[config.mk]
export PLATFORM = sky130hd
export DESIGN_NAME = ckl_key_builder
export DESIGN_NICKNAME = d
export VERILOG_FILES = /design/src/include/ckl_pkg.sv /design/src/ckl_bitmap_build.sv /design/src/ckl_key_builder.sv
export VERILOG_INCLUDE_DIRS = /design/src /design/src/include
export SDC_FILE = /design/constraint.sdc
export NUM_CORES = 1
export LEC_CHECK = 0
export ABC_CLOCK_PERIOD_IN_PS = 2200
export BUFFER_PORTS_ARGS = -buffer_cell sky130_fd_sc_hd__buf_2
export CAP_MARGIN = 20
export CELL_PAD_IN_SITES_DETAIL_PLACEMENT = 0
export CELL_PAD_IN_SITES_GLOBAL_PLACEMENT = 1
export CORE_MARGIN = 2
export CORE_UTILIZATION = 35
export CTS_BUF_LIST = sky130_fd_sc_hd__clkbuf_8
export CTS_CLUSTER_SIZE = 24
export DETAILED_ROUTE_END_ITERATION = 7
export PLACE_DENSITY_LB_ADDON = 0.1
export RECOVER_POWER = 25
export SLEW_MARGIN = 30
export SYNTH_ARGS = -nofsm -noshare
export SYNTH_HDL_FRONTEND = slang
export SYNTH_SLANG_ARGS = --single-unit
[constraint.sdc]
create_clock -name clk -period 2.2 [get_ports clk]
set_input_delay 0.44 -clock clk [delete_from_list [all_inputs] [get_ports clk]]
set_output_delay 0.44 -clock clk [all_outputs]
set_load 0.005 [all_outputs]
[src/include/ckl_regs.svh]
// Register offsets, field positions, reset values and key encodings for the L2 key builder.
`ifndef CKL_REGS_SVH
`define CKL_REGS_SVH

// Register byte offsets on the AXI4-Lite slave.
`define CKL_OFS_CTRL 8'h00
`define CKL_OFS_CUSTOM1 8'h04
`define CKL_OFS_CUSTOM2 8'h08
`define CKL_OFS_CUSTOM3 8'h0c
`define CKL_OFS_FRAME_CNT 8'h10

// Control register bit positions.
`define CKL_CTRL_USE_CL_BIT 0
`define CKL_CTRL_MASQ_ENA_BIT 1
`define CKL_CTRL_CPU_ENA_BIT 2
`define CKL_CTRL_VD_ENA_BIT 3
`define CKL_CTRL_LBK_SEL3_BIT 4
`define CKL_CTRL_WIDTH 5

// Reset values.
`define CKL_CTRL_RST 5'h00
`define CKL_CUSTOM1_RST 16'h0000
`define CKL_CUSTOM2_RST 16'h0000
`define CKL_CUSTOM3_RST 16'h0000

// AXI response codes.
`define CKL_RESP_OKAY 2'h0
`define CKL_RESP_SLVERR 2'h2

// Port bitmap selector values.
`define CKL_SEL_PHYS 2'h0
`define CKL_SEL_LOOP 2'h1
`define CKL_SEL_MASQ 2'h2
`define CKL_SEL_SRC 2'h3

// Port bitmap field positions for selector value 3.
`define CKL_BM_PROC_A 0
`define CKL_BM_PROC_B 1
`define CKL_BM_VD_A 2
`define CKL_BM_VD_B 3
`define CKL_BM_SRC_LO 4
`define CKL_BM_SRC_HI 9
`define CKL_BM_PT_LO 44
`define CKL_BM_PT_HI 48
`define CKL_BM_ACT_LO 49
`define CKL_BM_ACT_HI 51
`define CKL_BM_RSVD 52

// Pipeline action code that marks an injected masqueraded frame.
`define CKL_ACT_INJ_MASQ 3'h1

// Tag protocol values and their key codes.
`define CKL_ETH_CTAG 16'h8100
`define CKL_ETH_STAG 16'h88a8
`define CKL_CODE_NONE 3'h0
`define CKL_CODE_CTAG 3'h1
`define CKL_CODE_STAG 3'h4
`define CKL_CODE_CUST1 3'h5
`define CKL_CODE_CUST2 3'h6
`define CKL_CODE_CUST3 3'h7

// Layer 2/3 constants.
`define CKL_MAC_MC_BIT 40
`define CKL_MAC_BCAST 48'hffffffffffff
`define CKL_IP4_MC_NIB 4'he
`define CKL_IP6_MC_BYTE 8'hff
`define CKL_ETYPE_MIN 16'h0600

`endif

[src/include/ckl_pkg.sv]
// Types shared by the L2 classification key builder.
package ckl_pkg;

  typedef struct packed {
    logic [15:0] tag_ethertype;
    logic [2:0] priority_bits;
    logic drop_eligible;
    logic [11:0] vlan_id;
  } ckl_tag_s;

  typedef struct packed {
    logic [5:0] phys_port;
    logic [5:0] loop_port;
    logic [5:0] src_port;
    logic is_loopback;
    logic is_inject;
    logic from_processor_port_a;
    logic from_processor_port_b;
    logic from_virtual_device_a;
    logic from_virtual_device_b;
    logic [4:0] frame_pipeline_point;
    logic [2:0] pipeline_action;
    logic [47:0] dmac;
    logic [47:0] smac;
    logic [2:0] tag_present;
    ckl_tag_s [2:0] tags;
    logic [2:0] cl_priority;
    logic cl_drop_eligible;
    logic [11:0] cl_vlan_id;
    logic is_ipv4;
    logic is_ipv6;
    logic [7:0] dip_top;
    logic [15:0] type_len;
  } ckl_frame_s;

  typedef struct packed {
    logic [52:0] ingress_port_bitmap;
    logic [1:0] port_bitmap_selector;
    logic dest_mac_multicast_flag;
    logic dest_mac_broadcast_flag;
    logic [2:0] outer_tag_proto_code;
    logic [2:0] outer_tag_priority;
    logic outer_tag_drop_eligible;
    logic [11:0] outer_tag_vlan_id;
    logic [2:0] second_tag_proto_code;
    logic [2:0] second_tag_priority;
    logic second_tag_drop_eligible;
    logic [11:0] second_tag_vlan_id;
    logic [2:0] third_tag_proto_code;
    logic [2:0] third_tag_priority;
    logic third_tag_drop_eligible;
    logic [11:0] third_tag_vlan_id;
    logic [47:0] dest_mac_field;
    logic [47:0] source_mac_field;
    logic ip_multicast_flag;
    logic ethertype_encoded_flag;
  } ckl_key_s;

endpackage

[src/ckl_bitmap_build.sv]
// Chooses the port bitmap selector and builds the 53-bit ingress port bitmap.
`timescale 1ns/1ps
`include "ckl_regs.svh"
module ckl_bitmap_build (
  input wire ckl_pkg::ckl_frame_s frame,
  input wire logic masq_ena,
  input wire logic cpu_ena,
  input wire logic vd_ena,
  input wire logic lbk_sel3_ena,
  output logic [1:0] selector,
  output logic [52:0] bitmap
);

  logic masq;
  logic from_proc;
  logic from_vd;

  assign masq = (frame.is_inject && (frame.src_port != frame.phys_port)) ||
                (frame.pipeline_action == `CKL_ACT_INJ_MASQ);
  assign from_proc = frame.from_processor_port_a | frame.from_processor_port_b;
  assign from_vd = frame.from_virtual_device_a | frame.from_virtual_device_b;

  // Later checks override earlier ones so the highest qualifying value wins.
  always_comb begin
    selector = `CKL_SEL_PHYS;
    if (frame.is_loopback) begin
      selector = `CKL_SEL_LOOP;
    end
    if (masq_ena && masq) begin
      selector = `CKL_SEL_MASQ;
    end
    if ((cpu_ena && from_proc) || (vd_ena && from_vd) || (lbk_sel3_ena && frame.is_loopback)) begin
      selector = `CKL_SEL_SRC;
    end
  end

  always_comb begin
    bitmap = '0;
    case (selector)
      `CKL_SEL_PHYS: bitmap = 53'h1 << frame.phys_port;
      `CKL_SEL_LOOP: bitmap = 53'h1 << frame.loop_port;
      `CKL_SEL_MASQ: bitmap = 53'h1 << frame.src_port;
      `CKL_SEL_SRC: begin
        bitmap[`CKL_BM_PROC_A] = frame.from_processor_port_a;
        bitmap[`CKL_BM_PROC_B] = frame.from_processor_port_b;
        bitmap[`CKL_BM_VD_A] = frame.from_virtual_device_a;
        bitmap[`CKL_BM_VD_B] = frame.from_virtual_device_b;
        bitmap[`CKL_BM_SRC_HI:`CKL_BM_SRC_LO] = frame.src_port;
        bitmap[`CKL_BM_PT_HI:`CKL_BM_PT_LO] = frame.frame_pipeline_point;
        bitmap[`CKL_BM_ACT_HI:`CKL_BM_ACT_LO] = frame.pipeline_action;
        bitmap[`CKL_BM_RSVD] = 1'b0;
      end
      default: bitmap = '0;
    endcase
  end

endmodule

[src/ckl_key_builder.sv]
// Layer-2 classification key builder with an AXI4-Lite configuration slave.
//
// How it works
// - Selector 0: bitmap has one bit set, the receiving physical port.
// - Selector 1: bitmap bit of the port the frame was looped on.
// - Selector 2: bitmap bit of the masqueraded source port.
// - Selector 3: bits 0-3 flag processor port a/b, virtual device a/b.
// - Selector 3: source port in 4:9, point 44:48, action 49:51, 52 zero.
// - Multicast flag equals destination MAC bit 40.
// - Broadcast flag set when destination MAC is all ones.
// - Outer tag code: 0 none, 1 C-tag, 4 S-tag, 5-7 custom.
// - Second tag uses the same code, 0 when absent.
// - Third tag uses the same code, 0 when absent.
// - Outer priority from frame, or classified one when enabled.
// - Outer drop eligible from frame, or classified one when enabled.
// - Outer VLAN id from frame, or classified one when enabled.
// - Untagged frame gives outer VLAN id zero.
// - Second tag fields copied straight from the frame.
// - Third tag fields copied straight from the frame.
// - IP multicast: IPv4 top nibble 0xe, IPv6 top byte 0xff.
// - EtherType flag set when type/length is at least 0x600.
// - Selector: 0 default, 1 loopback, 2 masquerade, 3 processor/device (or loopback when bit 4 set); highest wins.
`timescale 1ns/1ps
`include "ckl_regs.svh"
module ckl_key_builder (
  input wire logic clk,
  input wire logic rst_n,
  input wire ckl_pkg::ckl_frame_s frame_i,
  input wire logic frame_valid,
  output logic frame_ready,
  output ckl_pkg::ckl_key_s key_o,
  output logic key_valid,
  input wire logic key_ready,
  input wire logic [7:0] s_awaddr,
  input wire logic s_awvalid,
  output logic s_awready,
  input wire logic [31:0] s_wdata,
  input wire logic [3:0] s_wstrb,
  input wire logic s_wvalid,
  output logic s_wready,
  output logic [1:0] s_bresp,
  output logic s_bvalid,
  input wire logic s_bready,
  input wire logic [7:0] s_araddr,
  input wire logic s_arvalid,
  output logic s_arready,
  output logic [31:0] s_rdata,
  output logic [1:0] s_rresp,
  output logic s_rvalid,
  input wire logic s_rready
);

  // Maps a tag's EtherType to its 3-bit key code.
  function automatic logic [2:0] tag_code(input logic present, input logic [15:0] etype,
                                          input logic [15:0] c1, input logic [15:0] c2,
                                          input logic [15:0] c3);
    logic [2:0] code;
    code = `CKL_CODE_NONE;
    if (present) begin
      if (etype == `CKL_ETH_CTAG) begin
        code = `CKL_CODE_CTAG;
      end else if (etype == `CKL_ETH_STAG) begin
        code = `CKL_CODE_STAG;
      end else if (etype == c1) begin
        code = `CKL_CODE_CUST1;
      end else if (etype == c2) begin
        code = `CKL_CODE_CUST2;
      end else if (etype == c3) begin
        code = `CKL_CODE_CUST3;
      end
    end
    return code;
  endfunction

  // Merges a write word into an old value under the byte strobes.
  function automatic logic [31:0] merge_bytes(input logic [31:0] old, input logic [31:0] wd,
                                              input logic [3:0] strb);
    logic [31:0] res;
    res = old;
    for (int i = 0; i < 4; i++) begin
      if (strb[i]) begin
        res[i*8 +: 8] = wd[i*8 +: 8];
      end
    end
    return res;
  endfunction

  // Configuration and status registers.
  logic [`CKL_CTRL_WIDTH-1:0] ctrl_q;
  logic [15:0] custom1_q;
  logic [15:0] custom2_q;
  logic [15:0] custom3_q;
  logic [31:0] frame_cnt_q;

  logic use_classified_outer_tag;
  assign use_classified_outer_tag = ctrl_q[`CKL_CTRL_USE_CL_BIT];

  // Key path.
  logic take;
  logic drain;
  logic valid_d;
  logic [1:0] sel_w;
  logic [52:0] bitmap_w;
  ckl_pkg::ckl_key_s key_d;
  ckl_pkg::ckl_key_s key_q;
  logic key_valid_q;
  logic frame_ready_q;

  assign take = frame_valid && frame_ready_q;
  assign drain = key_valid_q && key_ready;
  assign valid_d = take || (key_valid_q && !drain);

  ckl_bitmap_build u_bitmap (
    .frame(frame_i),
    .masq_ena(ctrl_q[`CKL_CTRL_MASQ_ENA_BIT]),
    .cpu_ena(ctrl_q[`CKL_CTRL_CPU_ENA_BIT]),
    .vd_ena(ctrl_q[`CKL_CTRL_VD_ENA_BIT]),
    .lbk_sel3_ena(ctrl_q[`CKL_CTRL_LBK_SEL3_BIT]),
    .selector(sel_w),
    .bitmap(bitmap_w)
  );

  always_comb begin
    key_d = '0;
    key_d.ingress_port_bitmap = bitmap_w;
    key_d.port_bitmap_selector = sel_w;
    key_d.dest_mac_multicast_flag = frame_i.dmac[`CKL_MAC_MC_BIT];
    key_d.dest_mac_broadcast_flag = (frame_i.dmac == `CKL_MAC_BCAST);
    key_d.outer_tag_proto_code = tag_code(frame_i.tag_present[0], frame_i.tags[0].tag_ethertype,
                                          custom1_q, custom2_q, custom3_q);
    key_d.second_tag_proto_code = tag_code(frame_i.tag_present[1], frame_i.tags[1].tag_ethertype,
                                           custom1_q, custom2_q, custom3_q);
    key_d.third_tag_proto_code = tag_code(frame_i.tag_present[2], frame_i.tags[2].tag_ethertype,
                                          custom1_q, custom2_q, custom3_q);
    if (use_classified_outer_tag) begin
      key_d.outer_tag_priority = frame_i.cl_priority;
      key_d.outer_tag_drop_eligible = frame_i.cl_drop_eligible;
      key_d.outer_tag_vlan_id = frame_i.cl_vlan_id;
    end else begin
      key_d.outer_tag_priority = frame_i.tags[0].priority_bits;
      key_d.outer_tag_drop_eligible = frame_i.tags[0].drop_eligible;
      key_d.outer_tag_vlan_id = frame_i.tags[0].vlan_id;
    end
    // An untagged frame always shows VLAN id zero, classified or not.
    if (!frame_i.tag_present[0]) begin
      key_d.outer_tag_vlan_id = 12'h000;
    end
    key_d.second_tag_priority = frame_i.tags[1].priority_bits;
    key_d.second_tag_drop_eligible = frame_i.tags[1].drop_eligible;
    key_d.second_tag_vlan_id = frame_i.tags[1].vlan_id;
    key_d.third_tag_priority = frame_i.tags[2].priority_bits;
    key_d.third_tag_drop_eligible = frame_i.tags[2].drop_eligible;
    key_d.third_tag_vlan_id = frame_i.tags[2].vlan_id;
    key_d.dest_mac_field = frame_i.dmac;
    key_d.source_mac_field = frame_i.smac;
    key_d.ip_multicast_flag = (frame_i.is_ipv4 && (frame_i.dip_top[7:4] == `CKL_IP4_MC_NIB)) ||
                              (frame_i.is_ipv6 && (frame_i.dip_top == `CKL_IP6_MC_BYTE));
    key_d.ethertype_encoded_flag = (frame_i.type_len >= `CKL_ETYPE_MIN);
  end

  // The key register only loads on an accepted frame and otherwise holds.
  always_ff @(posedge clk or negedge rst_n) begin
    if (!rst_n) begin
      key_q <= '0;
    end else if (take) begin
      key_q <= key_d;
    end
  end

  // A new frame is taken only in a cycle when the key slot is empty.
  always_ff @(posedge clk or negedge rst_n) begin
    if (!rst_n) begin
      key_valid_q <= 1'b0;
      frame_ready_q <= 1'b0;
    end else begin
      key_valid_q <= valid_d;
      frame_ready_q <= !valid_d;
    end
  end

  always_ff @(posedge clk or negedge rst_n) begin
    if (!rst_n) begin
      frame_cnt_q <= 32'h00000000;
    end else if (take) begin
      frame_cnt_q <= frame_cnt_q + 32'h00000001;
    end
  end

  assign key_o = key_q;
  assign key_valid = key_valid_q;
  assign frame_ready = frame_ready_q;

  // AXI4-Lite write channel: address and data are held until both are in.
  logic awready_q;
  logic wready_q;
  logic bvalid_q;
  logic [1:0] bresp_q;
  logic [7:0] waddr_q;
  logic [31:0] wdata_q;
  logic [3:0] wstrb_q;
  logic wr_do;

  assign wr_do = !awready_q && !wready_q && !bvalid_q;

  always_ff @(posedge clk or negedge rst_n) begin
    if (!rst_n) begin
      awready_q <= 1'b1;
      waddr_q <= 8'h00;
    end else if (s_awvalid && awready_q) begin
      awready_q <= 1'b0;
      waddr_q <= s_awaddr;
    end else if (wr_do) begin
      awready_q <= 1'b1;
    end
  end

  always_ff @(posedge clk or negedge rst_n) begin
    if (!rst_n) begin
      wready_q <= 1'b1;
      wdata_q <= 32'h00000000;
      wstrb_q <= 4'h0;
    end else if (s_wvalid && wready_q) begin
      wready_q <= 1'b0;
      wdata_q <= s_wdata;
      wstrb_q <= s_wstrb;
    end else if (wr_do) begin
      wready_q <= 1'b1;
    end
  end

  always_ff @(posedge clk or negedge rst_n) begin
    if (!rst_n) begin
      bvalid_q <= 1'b0;
      bresp_q <= `CKL_RESP_OKAY;
    end else if (wr_do) begin
      bvalid_q <= 1'b1;
      case (waddr_q)
        `CKL_OFS_CTRL, `CKL_OFS_CUSTOM1, `CKL_OFS_CUSTOM2, `CKL_OFS_CUSTOM3,
        `CKL_OFS_FRAME_CNT: bresp_q <= `CKL_RESP_OKAY;
        default: bresp_q <= `CKL_RESP_SLVERR;
      endcase
    end else if (bvalid_q && s_bready) begin
      bvalid_q <= 1'b0;
    end
  end

  // Register writes; the frame counter is read-only and ignores writes.
  always_ff @(posedge clk or negedge rst_n) begin
    if (!rst_n) begin
      ctrl_q <= `CKL_CTRL_RST;
      custom1_q <= `CKL_CUSTOM1_RST;
      custom2_q <= `CKL_CUSTOM2_RST;
      custom3_q <= `CKL_CUSTOM3_RST;
    end else if (wr_do) begin
      case (waddr_q)
        `CKL_OFS_CTRL: ctrl_q <= `CKL_CTRL_WIDTH'(merge_bytes({27'h0, ctrl_q}, wdata_q,
                                                              wstrb_q));
        `CKL_OFS_CUSTOM1: custom1_q <= 16'(merge_bytes({16'h0, custom1_q}, wdata_q, wstrb_q));
        `CKL_OFS_CUSTOM2: custom2_q <= 16'(merge_bytes({16'h0, custom2_q}, wdata_q, wstrb_q));
        `CKL_OFS_CUSTOM3: custom3_q <= 16'(merge_bytes({16'h0, custom3_q}, wdata_q, wstrb_q));
        default: ctrl_q <= ctrl_q;
      endcase
    end
  end

  // AXI4-Lite read channel: data returned one cycle after the address is taken.
  logic arready_q;
  logic rvalid_q;
  logic [31:0] rdata_q;
  logic [1:0] rresp_q;

  always_ff @(posedge clk or negedge rst_n) begin
    if (!rst_n) begin
      arready_q <= 1'b1;
      rvalid_q <= 1'b0;
      rdata_q <= 32'h00000000;
      rresp_q <= `CKL_RESP_OKAY;
    end else if (s_arvalid && arready_q) begin
      arready_q <= 1'b0;
      rvalid_q <= 1'b1;
      rresp_q <= `CKL_RESP_OKAY;
      case (s_araddr)
        `CKL_OFS_CTRL: rdata_q <= {27'h0, ctrl_q};
        `CKL_OFS_CUSTOM1: rdata_q <= {16'h0, custom1_q};
        `CKL_OFS_CUSTOM2: rdata_q <= {16'h0, custom2_q};
        `CKL_OFS_CUSTOM3: rdata_q <= {16'h0, custom3_q};
        `CKL_OFS_FRAME_CNT: rdata_q <= frame_cnt_q;
        default: begin
          rdata_q <= 32'h00000000;
          rresp_q <= `CKL_RESP_SLVERR;
        end
      endcase
    end else if (rvalid_q && s_rready) begin
      rvalid_q <= 1'b0;
      arready_q <= 1'b1;
    end
  end

  assign s_awready = awready_q;
  assign s_wready = wready_q;
  assign s_bvalid = bvalid_q;
  assign s_bresp = bresp_q;
  assign s_arready = arready_q;
  assign s_rvalid = rvalid_q;
  assign s_rdata = rdata_q;
  assign s_rresp = rresp_q;
endmodule

# --- Yosys cells after proc, flatten, opt, wreduce, memory -nomap -nowiden ---
# Index checks and enable logic that the tools add are counted.
classes:
  n_addsub: 1
  magnitude_cmp: 1
  eq_ne: 31
  n_shift: 3
  muxes: 38
  bitwise_logic: 2
  n_reduce_logical: 43
op_table:
  columns: ["op", "n"]
  rows:
  - ["32-bit one-hot mux with 5 select lines", 1]
  - ["1-bit by 6-bit left shift with 53-bit output, first input constant", 3]
  - ["16-bit equality test", 9]
  - ["34-bit one-hot mux with 3 select lines", 1]
  - ["16-bit equality test, second input constant", 6]
  - ["3-bit 2-to-1 mux", 18]
  - ["48-bit equality test, second input constant", 1]
  - ["10-bit one-hot mux with 4 select lines", 1]
  - ["9-bit one-hot mux with 4 select lines", 1]
  - ["32-bit by 1-bit adder with 32-bit output, second input constant", 1]
  - ["8-bit by 4-bit equality test with 1-bit output, second input constant", 4]
  - ["3-bit AND reduction", 7]
  - ["1-bit logical AND", 17]
  - ["8-bit by 3-bit equality test with 1-bit output, second input constant", 2]
  - ["8-bit by 5-bit equality test with 1-bit output, second input constant", 2]
  - ["16-bit by 11-bit >= comparator with 1-bit output, second input constant", 1]
  - ["8-bit zero test", 2]
  - ["16-bit 2-to-1 mux", 1]
  - ["12-bit 2-to-1 mux", 1]
  - ["1-bit 2-to-1 mux", 10]
  - ["5-bit OR reduction", 2]
  - ["8-bit equality test, second input constant", 1]
  - ["2-bit 2-to-1 mux", 4]
  - ["2-bit nonzero test", 4]
  - ["other kinds (9)", 19]
word_totals:
  regBits: 366
  in_bits: 330
  out_inout_bits: 255
  elab_cells: 160

# --- Longest topological paths before layout ---
depth:
  depth_word: 8
  mapped_depth: 9
  depth_no_buf: 6

# --- Hierarchy ---
# Synthesis repeated with hierarchy kept, for this count alone.
hier_totals:
  hier_cells: 2021
  area_unflattened_um2: 18620.4
by_module_without_submodules:
  columns: ["mod", "instances", "cells_per_inst", "area_each_um2", "seq_area_each_um2"]
  rows:
  - ["ckl_key_builder", 1, 1655, 16394.5, 9087.5]
  - ["ckl_bitmap_build", 1, 366, 2225.9, 0.0]

# --- Worst setup path before layout ---
# OpenSTA, ideal clock, no wires.
synth_path:
  path_type: "in2reg"
  from: "input port s_araddr[1]"
  to: "register rdata_q[14] (netlist: s_rdata[14])"
  setup_ps: 74
  t_arrival_ps: 2099
  required_ps: 2126
  path_slack_ps: 27
  path_stages: 8
  path_buffers: 2
  cell_sequence: "or4_4 -> or4_1 -> buf_4 -> nor2_8 -> buf_6 -> a22o_1 -> a221oi_1 -> o21ai_2"
synth_via:
  elab_chain_cells: 2
  word_cells_on_any_way: 6
  cone_classes: "eq/ne: 4; mux: 1; reduce/logical: 1"
synth_lines:
  columns: ["element", "line", "text"]
  rows:
  - ["from (decl)", "ckl_key_builder.sv:44", "input wire logic [7:0] s_araddr,"]
  - ["8-bit by 5-bit equality test with 1-bit output (tied with other cells)", "ckl_key_builder.sv:282", "case (s_araddr)"]
  - ["32-bit one-hot mux with 5 select lines (*)", "ckl_key_builder.sv:282", null]
  - ["to (signal assigned)", "ckl_key_builder.sv:283", "`CKL_OFS_CTRL: rdata_q <= {27'h0, ctrl_q};"]
  - ["to (signal assigned)", "ckl_key_builder.sv:284", "`CKL_OFS_CUSTOM1: rdata_q <= {16'h0, custom1_q};"]
  - ["to (signal assigned)", "ckl_key_builder.sv:285", "`CKL_OFS_CUSTOM2: rdata_q <= {16'h0, custom2_q};"]
  - ["to (decl)", "ckl_key_builder.sv:269", "logic [31:0] rdata_q;"]
# Mark *: on every way between the ends. The rest lies on a longest branch, timed or not.
# A chain may end at the register's enable or synchronous reset.

# --- Final worst setup path ---
layout_path:
  from: "register waddr_q[0]"
  to: "register custom1_q[0]"
layout_via:
  elab_chain_cells: 2
layout_lines:
  columns: ["element", "line", "text"]
  rows:
  - ["from (decl)", "ckl_key_builder.sv:198", "logic [7:0] waddr_q;"]
  - ["from (signal assigned)", "ckl_key_builder.sv:211", "waddr_q <= s_awaddr;"]
  - ["8-bit by 3-bit equality test with 1-bit output", "ckl_key_builder.sv:255", "case (waddr_q)"]
  - ["3-bit AND reduction (no line)", null, null]
  - ["to (signal assigned)", "ckl_key_builder.sv:251", "custom1_q <= `CKL_CUSTOM1_RST;"]
  - ["to (signal assigned)", "ckl_key_builder.sv:258", "`CKL_OFS_CUSTOM1: custom1_q <= 16'(merge_bytes({16'h0, custom1_q}, wdata_q, wstrb_q));"]
  - ["to (decl)", "ckl_key_builder.sv:90", "logic [15:0] custom1_q;"]
# Every way passes these cells.

==> results.sh <==
export IMPL_gp_congestion=0.925
export IMPL_slowest_delay_ns=0.53
export IMPL_cp_end_kind="flip-flop"
export IMPL_finalNonFillerCells=3465
export IMPL_cts_tree="done"
export IMPL_die_w_um=232
export IMPL_relSlewSlack_pct=33.0
export IMPL_drt_pre_antenna_iters=5
export IMPL_mostFrequentLayoutCells="buf_2 (554), nand2_1 (547), dfrtp_1 (360), dlygate4sd3_1 (151), xnor2_1 (106)"
export IMPL_numPortBuffers=555
export IMPL_dp_cells=3184
export IMPL_crit_path_cell_trace="or4_1 > nor2_2 > nand3_2 > nor3b_2 > buf_4 > mux2_2"
export IMPL_nNetsFinal=3059
export IMPL_vdd_drop_max_uv=660
export IMPL_final_hold_viol_count=0
export IMPL_finalSetupTns_ns=0
export IMPL_die_y_um=232
export IMPL_grt_max_degree=73
export IMPL_worstPathRequired_ns=2.71
export IMPL_gr_total_overflow=0
export IMPL_min_delay_start="frame_i[143]"
export IMPL_status="complete, no violations"
export IMPL_yosys_top_cells_area="dfrtp_1 (50%), nand2_1 (11%), xnor2_1 (5.1%), mux2_2 (4.9%), xor2_1 (3.6%)"
export IMPL_cap_violations=0
export IMPL_synth_top_area_cell="dfrtp_1"
export IMPL_cts_root_buf="clkbuf_8"
export IMPL_clk_latency_ns=0.66
export IMPL_avgSynthCellArea_um2=9.39
export IMPL_cts_buffers=70
export IMPL_wl_um=74600
export IMPL_rsz0062_at_grt="yes"
export IMPL_grt_antenna_before_repair=8
export IMPL_dp_hpwl_um=57400
export IMPL_fp_row_count=83
export IMPL_coreArea_um2=51300
export IMPL_arrival_ns=2.65
export IMPL_clock_skew_ns=0.0269
export IMPL_cp_max_fo=8
export IMPL_final_common_cell="buf_2"
export IMPL_grt_use_total_pct=27.5
export IMPL_cts_sinks=363
export IMPL_ys_types=68
export IMPL_ff2ff_path_depth=6
export IMPL_hold_end="key_o[4]"
export IMPL_setup_violations_final=0
export IMPL_grt_pass1_vias=17887
export IMPL_crit_path_top_delay_cell="or4_1"
export IMPL_final_cell_area_um2=25400
export IMPL_synth_ff_type="dfrtp_1"
export IMPL_async_flop_share_pct=100
export IMPL_post_route_min_period_ns=2.14
export IMPL_seq_area_frac_synth_pct=50.1
export IMPL_r2r_slack_ns=0.06
export IMPL_drc=0
export IMPL_ant_nets=0
export IMPL_maxSlewViolCount=0
export IMPL_cts_buffer_depth=3
export IMPL_drtIter0Drc=1092
export IMPL_dieArea_um2=53700
export IMPL_max_freq_mhz=468
export IMPL_tightest_slew_ns=1.01
export IMPL_min_period_over_period_pct=97.1
export IMPL_viasPerCell=5.07
export IMPL_power_density_nw_per_um2=814
export IMPL_synth_seq_cells=363
export IMPL_clk_pin_slew_ns=0.06
export IMPL_hold_path_class="primary input to flip-flop"
export IMPL_r2r_end="custom1_q[0]"
export IMPL_synth_top_area_share_pct=49.6
export IMPL_ys_warn_count=0
export IMPL_place_area_um2=22500
export IMPL_syn_area_um2=18100
export IMPL_ios=585
export IMPL_via_count=17573
export IMPL_grt_pass1_wl_um=111000
export IMPL_syn_to_final_growth_pct=39.8
export IMPL_routedWlPerCell_um=21.5
export IMPL_start_util_pct=35.4
export IMPL_whs_path_depth=3
export IMPL_setup_worst_path_start_class="flip-flop"
export IMPL_cts_resized=0
export IMPL_htreeDepth=3
export IMPL_r2r_start="waddr_q[0]"
export IMPL_synth_edf_count=0
export IMPL_p_leak_nw=12.6
export IMPL_crit_type="flip-flop to flip-flop"
export IMPL_drive_gt1_share_pct=31.5
export IMPL_timing_hold_ws_ns=0.0446
export IMPL_syn_inst=1933
==> cells in the mapped netlist (8+ instances only) <==
library cell	n
nor4_1	43
o21ai_1	16
nand3_1	50
mux2i_1	29
nor3_1	41
xor2_1	75
xnor2_1	106
a21oi_1	46
o22ai_1	23
o21ai_0	87
a31oi_1	14
clkbuf_1	84
nor2b_1	14
a22o_1	18
nand2b_1	8
dfrtp_1	360
a32o_1	8
and3_1	14
nand2_1	548
mux2_2	79
nor2_1	58
inv_1	14
nand4_1	52
buf_2	11
a221oi_1	16
==> cell families after synthesis <==
logic type / count (synthesis) / share of synthesized area [%]
buffers and inverters: 122 / 2.85
DFF: 363 / 50.1
AOI/OAI and AO/OA: 274 / 9.64
adders and majority gates: 1 / 0.0689
xor gates and xnor gates: 181 / 8.73
muxes: 108 / 6.50
other: 1 / 0.0207
and+or+nand+nor: 883 / 22.1
==> area by class of cell <==
| cell class | count | area (um2) |
|---|---|---|
| Clock inverter | 41 | 220 |
| Multi-Input combinational cell | 1449 | 8570 |
| Timing Repair Buffer | 830 | 5390 |
| Fill cell | 5035 | 25900 |
| Antenna cell | 1 | 2.50 |
| Inverter | 14 | 52.6 |
| Tap cell | 680 | 851 |
| Sequential cell | 363 | 9090 |
| Clock buffer | 87 | 1200 |
==> worst max-delay path by stage <==
stage / depth (start not counted) / startpoint / end
3_3_place_gp: 6 / s_araddr[1] / s_rdata[0]
4_1_cts: 5 / waddr_q[0] / ctrl_q[3]
2_1_floorplan: 8 / s_araddr[1] / s_rdata[14]
6_report: 6 / waddr_q[0] / custom1_q[0]
3_5_place_dp: 6 / s_araddr[1] / s_rdata[3]
5_1_grt: 6 / waddr_q[0] / custom1_q[4]
==> state kept, by name, summed over array words and instances, names as in the netlist, 8 cells and up <==
| signal | count |
|---|---|
| key_o | 211 |
| custom3_q | 16 |
| s_rdata | 32 |
| waddr_q | 8 |
| frame_cnt_q | 32 |
| custom1_q | 16 |
| wdata_q | 16 |
| custom2_q | 16 |
==> critical path: cells and delay by family (launching register included) <==
kind | cells | cell delay, ns
simple gates | 4 | 1.05
flops | 1 | 0.37
mux | 1 | 0.36
buf+inv | 1 | 0.21
==> report_power, final <==
group | switching (W) | leakage [nW] | total [W] | internal, W
logic | 0.00262 | 7.02 | 0.00490 | 0.00228
clock network | 0.00302 | 0.841 | 0.00672 | 0.00370
registers | 0.00118 | 4.71 | 0.00903 | 0.00785
total | 0.00681 | 12.6 | 0.0206 | 0.0138
==> metrics by stage <==
step	util (%)	setup WS (ns)	total power, W
global route	49.5	-0.0385	0.0218
finish	49.5	0.0646	0.0206
detailed placement	43.8	-0.248	0.0139
global placement	43.8	-0.208	0.0138
floorplan	-	0.0269	0.0111
CTS	49.5	0.00467	0.0209
==> timing repair <==
| action | 4_1_cts | 5_1_grt |
|---|---|---|
| setup buffers | 0 | 1 |
| hold buffers | 151 | 0 |
| setup endpoints to repair | 0 | 35 |
| hold endpoints to repair | 213 | 0 |
==> layer usage <==
metal / up-vias / share of wire, % / track usage [%]
li1: 8296 / - / -
met1: 8524 / 43 / 35.6
met2: 627 / 47 / 44.6
met3: 116 / 7.0 / 7.05
met4: 10 / 3.0 / 9.58
met5: - / 0.075 / 0
(Power assumes the default switching activity.)
